`config.mk`:
```
export PLATFORM = sky130hd
export DESIGN_NAME = analog_select_and_reset_input
export DESIGN_NICKNAME = d
export VERILOG_FILES = /design/src/hw/input_func_pkg.sv /design/src/hw/analog_select_and_reset_input.sv /design/src/hw/pulse_filter.sv
export SDC_FILE = /design/constraint.sdc
export NUM_CORES = 1
export LEC_CHECK = 0
export BUFFER_PORTS_ARGS = -buffer_cell sky130_fd_sc_hd__buf_2
export CAP_MARGIN = 20
export CORE_AREA = 10 10 91 113
export CTS_BUF_LIST = sky130_fd_sc_hd__clkbuf_4 sky130_fd_sc_hd__clkbuf_8
export CTS_CLUSTER_DIAMETER = 200
export DETAILED_ROUTE_END_ITERATION = 12
export DIE_AREA = 0 0 101 123
export GPL_ROUTABILITY_DRIVEN = 0
export PLACE_DENSITY = 0.73
export SLEW_MARGIN = 20
export SYNTH_ARGS = -nofsm -noshare
export SYNTH_HDL_FRONTEND = slang
export SYNTH_SLANG_ARGS = --single-unit
```
`constraint.sdc`:
```
create_clock -name mclk -period 2.3 [get_ports mclk]
set_input_delay 0.345 -clock mclk [delete_from_list [all_inputs] [get_ports mclk]]
set_output_delay 0.345 -clock mclk [all_outputs]
set_load 0.05 [all_outputs]
```
`src/hw/input_func_pkg.sv`:
```
// Purpose: shared constants and types for the analog select and reset input block
// Assumes: mclk at 100 MHz
// Notes: option codes and setting encodings live here
package input_func_pkg;
  // ----------------------------------------
  // timing
  // ----------------------------------------
  localparam int CLK_HZ = 100000000;
  localparam int RESET_MIN_MS = 12;
  localparam int ALARM_CLEAR_MS = 30;
  localparam int HELD_AT_POWERUP_S = 4;
  localparam int RESET_MIN_CYC = (RESET_MIN_MS * (CLK_HZ / 1000));
  localparam int ALARM_CLEAR_CYC = (ALARM_CLEAR_MS * (CLK_HZ / 1000));
  localparam longint HELD_CYC = longint'(HELD_AT_POWERUP_S) * longint'(CLK_HZ);
  localparam int CNT_W = 32;
  // ----------------------------------------
  // option codes and settings
  // ----------------------------------------
  localparam logic [4:0] OPT_ANALOG_SELECT = 5'h10;
  localparam logic [4:0] OPT_RESET = 5'h12;
  localparam int NUM_INPUTS = 5;
  localparam logic [1:0] ASEL_CURRENT = 2'h0;
  localparam logic [1:0] ASEL_VOLT2 = 2'h1;
  localparam logic [1:0] BIPOLAR_OFF = 2'h0;
  localparam logic [1:0] FREQ_SRC_TERMINAL = 2'h1;
  localparam logic [2:0] TERM_VOLT1 = 3'h1;
  localparam logic [2:0] TERM_CURRENT = 3'h2;
  localparam logic [2:0] TERM_VOLT2 = 3'h4;

  typedef struct packed {
    logic [2:0] terminal;
    logic bipolar;
    logic active;
  } analog_route_t;

  typedef enum logic [3:0] {
    ST_POWERUP = 4'h1,
    ST_RUN = 4'h2,
    ST_RESET = 4'h4,
    ST_HELD_ERR = 4'h8
  } reset_state_t;
endpackage

```
`src/hw/analog_select_and_reset_input.sv`:
```
// Purpose: analog terminal select and reset input handling for a motor drive
// Assumes: terminals synchronous to mclk; settings stable while used
// Notes: trip and run commands come from the drive core
//
// Notes on behaviour
// - active select with setting 00 enables current terminal pair, 4-20 mA
// - active select with setting 01 enables second voltage terminal pair
// - inactive select enables primary voltage pair, either setting value
// - bipolar range setting decides whether analog reference may reverse
// - current reference never bipolar; direction from forward/reverse run commands
// - analog select acts only when frequency source setting is 01
// - select uses code 16, reset code 18, on any of five inputs
// - reset executed during trip leaves the trip state
// - in leading-edge mode, alarm output drops within 30 ms of reset command start
// - while reset active: motor off, trip cleared, powerup reset applied
// - run command still active after reset restarts motor at once
// - reset acts on leading or trailing edge per reset edge setting
// - reset input works only normally open; closed polarity refused
// - input power on performs the same reset as a reset pulse
// - reset held over 4 s at powerup shows error until release and key
`timescale 1ns/1ps
module analog_select_and_reset_input #(
  parameter longint HELD_CYC = input_func_pkg::HELD_CYC,
  parameter int RESET_MIN_CYC = input_func_pkg::RESET_MIN_CYC
) (
  // clock and reset
  input wire logic mclk,
  input wire logic rst,
  // intelligent input terminals and their assignment
  input wire logic [4:0] input_terminals,
  input wire logic [24:0] input_option_codes,
  input wire logic [4:0] input_normally_closed,
  // settings
  input wire logic [1:0] analog_select_setting,
  input wire logic [1:0] bipolar_range_setting,
  input wire logic [1:0] frequency_source_setting,
  input wire logic reset_edge_setting,
  // drive core status
  input wire logic trip_event,
  input wire logic forward_run_command,
  input wire logic reverse_run_command,
  input wire logic operator_key,
  // analog routing
  output input_func_pkg::analog_route_t analog_route,
  // run, trip and alarm
  output logic motor_output_enable,
  output logic run_reverse,
  output logic trip_state,
  output logic alarm_output,
  output logic core_reset,
  output logic comm_error_display,
  output logic config_error
);
  // ----------------------------------------
  // input assignment decode
  // ----------------------------------------
  function automatic logic [4:0] assigned(input logic [24:0] codes, input logic [4:0] code);
    logic [4:0] hit;
    hit = 5'h0;
    for (int i = 0; i < input_func_pkg::NUM_INPUTS; i++) begin
      hit[i] = (codes[i*5 +: 5] == code);
    end
    return hit;
  endfunction

  wire [4:0] asel_hit = assigned(input_option_codes, input_func_pkg::OPT_ANALOG_SELECT);
  wire [4:0] rst_hit = assigned(input_option_codes, input_func_pkg::OPT_RESET);
  // polarity applies to ordinary inputs; reset ignores the closed flag
  wire [4:0] level_in = input_terminals ^ input_normally_closed;
  wire analog_select_input = |(asel_hit & level_in);
  wire reset_terminal_raw = |(rst_hit & input_terminals);
  wire bad_polarity = |(rst_hit & input_normally_closed);

  // ----------------------------------------
  // analog routing
  // ----------------------------------------
  wire from_terminals = (frequency_source_setting == input_func_pkg::FREQ_SRC_TERMINAL);
  wire use_current = from_terminals && analog_select_input &&
    (analog_select_setting == input_func_pkg::ASEL_CURRENT);
  wire use_volt2 = from_terminals && analog_select_input &&
    (analog_select_setting == input_func_pkg::ASEL_VOLT2);
  wire [2:0] next_terminal = use_current ? input_func_pkg::TERM_CURRENT :
    use_volt2 ? input_func_pkg::TERM_VOLT2 : input_func_pkg::TERM_VOLT1;
  wire next_bipolar = !use_current &&
    (bipolar_range_setting != input_func_pkg::BIPOLAR_OFF);

  always_ff @(posedge mclk) begin
    if (rst) begin
      analog_route <= '0;
    end else begin
      analog_route.terminal <= next_terminal;
      analog_route.bipolar <= next_bipolar;
      analog_route.active <= from_terminals;
    end
  end

  // ----------------------------------------
  // reset input filter and edge
  // ----------------------------------------
  logic reset_clean;
  logic reset_prev;
  pulse_filter #(.MIN_CYC(RESET_MIN_CYC)) u_filter (
    .mclk(mclk),
    .rst(rst),
    .raw(reset_terminal_raw),
    .clean(reset_clean)
  );

  always_ff @(posedge mclk) begin
    reset_prev <= rst ? 1'b0 : reset_clean;
  end

  wire rise = reset_clean && !reset_prev;
  wire fall = !reset_clean && reset_prev;
  wire reset_edge = reset_edge_setting ? fall : rise;

  // ----------------------------------------
  // reset sequencer
  // ----------------------------------------
  input_func_pkg::reset_state_t state;
  input_func_pkg::reset_state_t next_state;
  logic [39:0] held_cnt;
  wire held_long = (held_cnt >= 40'(HELD_CYC));

  always_comb begin
    next_state = state;
    case (state)
      input_func_pkg::ST_POWERUP: begin
        // filter starts low after rst, so the raw pin must agree before leaving
        if (!reset_clean && !reset_terminal_raw) begin
          next_state = input_func_pkg::ST_RUN;
        end else if (held_long) begin
          next_state = input_func_pkg::ST_HELD_ERR;
        end
      end
      input_func_pkg::ST_RUN: begin
        if (reset_edge || (reset_clean && !reset_edge_setting)) begin
          next_state = input_func_pkg::ST_RESET;
        end
      end
      input_func_pkg::ST_RESET: begin
        // trailing-edge mode resets for one cycle; leading-edge holds while on
        if (reset_edge_setting || !reset_clean) begin
          next_state = input_func_pkg::ST_RUN;
        end
      end
      input_func_pkg::ST_HELD_ERR: begin
        // core restarts on release; the display waits for a key
        if (!reset_clean) begin
          next_state = input_func_pkg::ST_RUN;
        end
      end
      default: next_state = input_func_pkg::ST_POWERUP;
    endcase
  end

  always_ff @(posedge mclk) begin
    state <= rst ? input_func_pkg::ST_POWERUP : next_state;
  end

  // long count only meaningful during powerup
  always_ff @(posedge mclk) begin
    if (rst || state != input_func_pkg::ST_POWERUP) begin
      held_cnt <= 40'h0;
    end else if (reset_clean && !held_long) begin
      held_cnt <= held_cnt + 40'h1;
    end
  end

  // ----------------------------------------
  // outputs
  // ----------------------------------------
  wire in_powerup = (state == input_func_pkg::ST_POWERUP);
  wire resetting = (next_state != input_func_pkg::ST_RUN);
  // powerup keeps core reset up for the cycle in which the pin is judged
  wire holding = resetting || in_powerup;
  wire run_cmd = forward_run_command ^ reverse_run_command;

  always_ff @(posedge mclk) begin
    if (rst) begin
      trip_state <= 1'b0;
      alarm_output <= 1'b0;
    end else if (resetting) begin
      trip_state <= 1'b0;
      alarm_output <= 1'b0;
    end else if (trip_event) begin
      trip_state <= 1'b1;
      alarm_output <= 1'b1;
    end
  end

  // run resumes straight away if still commanded once reset ends
  always_ff @(posedge mclk) begin
    if (rst) begin
      motor_output_enable <= 1'b0;
      run_reverse <= 1'b0;
      core_reset <= 1'b1;
    end else begin
      motor_output_enable <= !holding && !trip_state && !trip_event && run_cmd
        && !bad_polarity;
      run_reverse <= reverse_run_command && !forward_run_command;
      core_reset <= holding;
    end
  end

  always_ff @(posedge mclk) begin
    if (rst) begin
      comm_error_display <= 1'b0;
    end else if (state == input_func_pkg::ST_HELD_ERR) begin
      comm_error_display <= 1'b1;
    end else if (!reset_clean && operator_key) begin
      comm_error_display <= 1'b0;
    end
  end

  always_ff @(posedge mclk) begin
    config_error <= rst ? 1'b0 : bad_polarity;
  end

endmodule

```
`src/hw/pulse_filter.sv`:
```
// Purpose: qualify a raw contact level with a minimum-width filter
// Assumes: input synchronous to mclk
// Notes: output follows input only after it is stable for MIN_CYC cycles
`timescale 1ns/1ps
module pulse_filter #(
  parameter int MIN_CYC = 1200000
) (
  // clock and reset
  input wire logic mclk,
  input wire logic rst,
  // level
  input wire logic raw,
  output logic clean
);
  logic [31:0] cnt;
  logic stage;
  wire differs = (stage != clean);
  wire done = (cnt >= 32'(MIN_CYC - 1));

  // two stages so the filter never sees a metastable first stage
  logic meta;
  always_ff @(posedge mclk) begin
    meta <= rst ? 1'b0 : raw;
    stage <= rst ? 1'b0 : meta;
  end

  always_ff @(posedge mclk) begin
    if (rst || !differs) begin
      cnt <= 32'h0;
    end else begin
      cnt <= cnt + 32'h1;
    end
  end

  always_ff @(posedge mclk) begin
    if (rst) begin
      clean <= 1'b0;
    end else if (differs && done) begin
      clean <= stage;
    end
  end
endmodule

```
==> results list <==
* Number of instances in the synthesized netlist: between 500 and 600
- Of the cells placed in the final design, the portion with a size suffix greater than 1 is 17.62%.
- Setup repair after global routing left no endpoint under its margin.
- Cts bufs inserted: 9
* WP data arrival: around 2.4 ns
- 0 antenna diodes ended up in the layout.
* Quantity of I/O buffers inserted on ports: 59
- Total core area: 0.008102 mm²
* Via Count: 3,901
* Worst Path Required: 2.59 ns
- Headroom to the max-slew limit: 45.84%
* Number of antenna violations at the first check in global routing: 0
- P_leak: 1.924 nW
- Per-cell routed wire length: 14.38 µm
- Measured along the y axis, the die boundary spans 123 µm.
- Including well taps, the total number of placed cells is between 600 and 700.
- Largest fanout on the critical path: 19
- Per report_power, the combinational group accounts for 13.7% of the total.
* Critical path capture point type: register
- Max Cap Viol: 0
* Number of synthesized register bits: 91
- From left edge to right edge, the die measures 101 µm.
- Mean post-synth cell area: 8.558 µm²
- TritonCTS built the clock tree.
- The signal on the critical path passes through nor4_1 -> a2111oi_2 -> and2_1 -> buf_4 -> nor4_1 -> mux2i_1.
* CTS Hold Buffers Added: 0
- Setup violations remaining at the end of the flow were counted as 0.
- Crit-path slowest cell: sky130_fd_sc_hd__nor4_1
- Counting distinct cell types in the post-synthesis netlist gives 53.
- The clock drives 91 sinks.
* Time the final worst path needs with I/O delays and setup: about 2.1 ns
* Result of the run: complete, no violations
- Latest clock arrival within the worst-skew pair: between 0.3 and 0.4 ns
* Share of flip-flops with an asynchronous set or reset after synthesis: 0%
- After clock tree synthesis, the clock-pin slew on the worst setup and hold paths is 0.09 ns.
- Number of synthesized flops with an enable pin: 0
- For the final database, setup skew stands at 0.008390 ns.
- Via density: a little under 6
* Starting DRC count in detailed routing: 181
* Kind of launch point of the worst setup path: register
- DRC viols: 0
* Pin count of the biggest net entering global routing: 33
* Global-route wire length before repair: 16.59 mm
- The final hold violation count was 0.
- The number of gates resized after CTS was 0.
- The worst hold path belongs to the class in2reg.
* Max Clk Rate: ~480 MHz
- Top Ports: 60
- Die outline area: about 0.012 mm²
- Slew at the pin closest to its max-slew limit: 0.7920 ns
* Dominant cell type by count on the critical path: sky130_fd_sc_hd__nor4_1
* Htree depth: 3
- Most used flip-flop cell after synthesis: sky130_fd_sc_hd__dfxtp_1
- In the final design database the tool counted 627 nets.
- Across the VDD grid, the largest voltage drop is 0.7994 mV.
* Std cell rows: 37
- Of the total power, the share spent switching nets is 26.56%.
* Area of the mapped netlist: 0.004373 mm²
- Total overflow reported by the global router: 0
* Pre-CTS setup slack: 0.1613 ns
* Number of pins with negative max-slew slack in the final report: 0
- Number of global-route vias before repair: 3,821
- DR pass1 iterations: 4
- Part of the Yosys area used for sequential elements: 41.66%
- For this design the total switching power over the nets is 0.8350 mW.
- Synthesis-to-layout area growth: 14.79%
* Detail Placement HPWL: 7.327 mm
- Final Non-Filler Cells: 676
* Internal Pwr Total: approximately 2.3 mW
* Root Driver: sky130_fd_sc_hd__clkbuf_8
- Count of nets left with antenna violations after detail routing: 0
* Final WL: 9.718 mm
- After routing, the total negative slack on setup checks comes to 0 ns.
- Dividing the final minimum period by the clock period gives 91.45%.
- The worst path meets setup with ~0.20 ns of slack.
- The critical path is of the reg2reg type.
* Clock share of power: 34.5%
- Power density over cell area: between 600 and 700 mW/mm²
* Overall routing resource usage: 15.89%
- Sequential group share of total power: 51.7%
- Yosys printed 0 warnings.
* Initial Utilization: a little over half
* Buffer levels on the longest clock path: 2
* Largest stage delay, worst path: 0.46 ns
* Post CTS Setup Buffer Count: 0
* Total nets after synthesis: 563
power by group through the flow:
stage,sequential (mW),clock [mW],combinational [mW]
after detailed placement,1.66,0,0.434
after floorplan,1.69,0,0.252
after global routing,1.63,1.19,0.472
final,1.63,1.09,0.432
after CTS,1.63,1.12,0.436
after global placement,1.66,0,0.427
cells in the mapped netlist, types with 6 or more instances:
cell                       number  area, µm²
sky130_fd_sc_hd__dfxtp_1       91       1822
sky130_fd_sc_hd__nand4_1       19      118.9
sky130_fd_sc_hd__nor4_1        10      62.56
sky130_fd_sc_hd__xor2_1        18      157.7
sky130_fd_sc_hd__clkbuf_1      14      52.55
sky130_fd_sc_hd__or3_1         24      150.1
sky130_fd_sc_hd__or4_1          6      45.04
sky130_fd_sc_hd__nor2_1        54      202.7
sky130_fd_sc_hd__o21ai_0       14      70.07
sky130_fd_sc_hd__mux2i_1       13      130.1
sky130_fd_sc_hd__xnor2_1       17      148.9
sky130_fd_sc_hd__nand3_1       28      140.1
sky130_fd_sc_hd__and2_1        15      93.84
sky130_fd_sc_hd__a21oi_1       13      65.06
sky130_fd_sc_hd__nor3_1        20      100.1
sky130_fd_sc_hd__and4_1         6      52.55
sky130_fd_sc_hd__nand2_1       54      202.7
sky130_fd_sc_hd__inv_1         13      48.80
sky130_fd_sc_hd__and3_1        14      87.58
worst paths after layout:
check | start | endpoint | slack, ns | depth (start not counted)
max | held_cnt[11] | held_cnt[17] | 0.20 | 6
max reg2reg | held_cnt[11] | held_cnt[17] | 0.20 | 6
min reg2reg | u_filter.meta | u_filter.stage | 0.45 | 1
min | analog_select_setting[0] | analog_route[3] | 0.15 | 2
state kept, by name, indices dropped and copies added (netlist names):
register	cells
u_filter.clean	1
analog_route	5
run_reverse	1
alarm_output	1
state	4
held_cnt	40
core_reset	1
motor_output_enable	1
u_filter.stage	1
comm_error_display	1
config_error	1
u_filter.meta	1
u_filter.cnt	32
reset_prev	1
logic make-up (layout without fill, tap and decap cells):
kind of cell    after synthesis  in the layout  synth area share [%]
xor+xnor                     35             35                 7.010
compound gates               59             59                 9.213
buf+inv                      35            103                 3.376
flops                        91             91                 41.66
fa+ha+maj                     4              4                 1.145
simple gates                274            274                 34.62
mux                          13             13                 2.976
cell usage in the layout (no fill, tap or decap), types with 17 or more instances in the layout:
cell type | netlist | layout
sky130_fd_sc_hd__nor3_1 | 20 | 20
sky130_fd_sc_hd__dfxtp_1 | 91 | 91
sky130_fd_sc_hd__nand4_1 | 19 | 19
sky130_fd_sc_hd__or3_1 | 24 | 24
sky130_fd_sc_hd__xnor2_1 | 17 | 17
sky130_fd_sc_hd__buf_2 | 4 | 59
sky130_fd_sc_hd__xor2_1 | 18 | 18
sky130_fd_sc_hd__nand2_1 | 54 | 54
sky130_fd_sc_hd__nand3_1 | 28 | 28
sky130_fd_sc_hd__nor2_1 | 54 | 54
through the flow:
step / area (µm²) / power [mW] / utilization [%] / hold slack (ns)
after floorplan: 4373 / 1.947 / - / 0.4138
after global placement: 4823 / 2.087 / 59.54 / 0.4191
after detailed placement: 4823 / 2.096 / 59.54 / 0.4333
after CTS: 5020 / 3.178 / 61.96 / 0.1399
after global routing: 5020 / 3.290 / 61.96 / 0.1401
final: 5020 / 3.144 / 61.96 / 0.1531
critical path, delay by kind of cell, from the launching register on:
| kind | cells | cell delay (ns) |
|---|---|---|
| AO/OA/AOI/OAI | 1 | 0.19 |
| buffers and inverters | 1 | 0.20 |
| flip-flops | 1 | 0.36 |
| multiplexers | 1 | 0.23 |
| AND/OR/NAND/NOR | 3 | 1.05 |
final cells by class:
cell class / instances / area [µm²]
Timing Repair Buffer: 75 / 427.9
Fill cell: 691 / 3082
Sequential cell: 91 / 1822
Tap cell: 97 / 121.4
Inverter: 13 / 48.80
Multi-Input combinational cell: 385 / 2404
Clock buffer: 11 / 145.1
Clock inverter: 4 / 51.30
metal layers:
| metal | track usage [%] | part of all wire [%] |
|---|---|---|
| met3 | 6.083 | 6.1 |
| met1 | 18.46 | 44 |
| met2 | 26.72 | 49 |
| met4 | 4.363 | 0.83 |
| met5 | 0 | 0 |
Power figures use the tool's default switching activity.
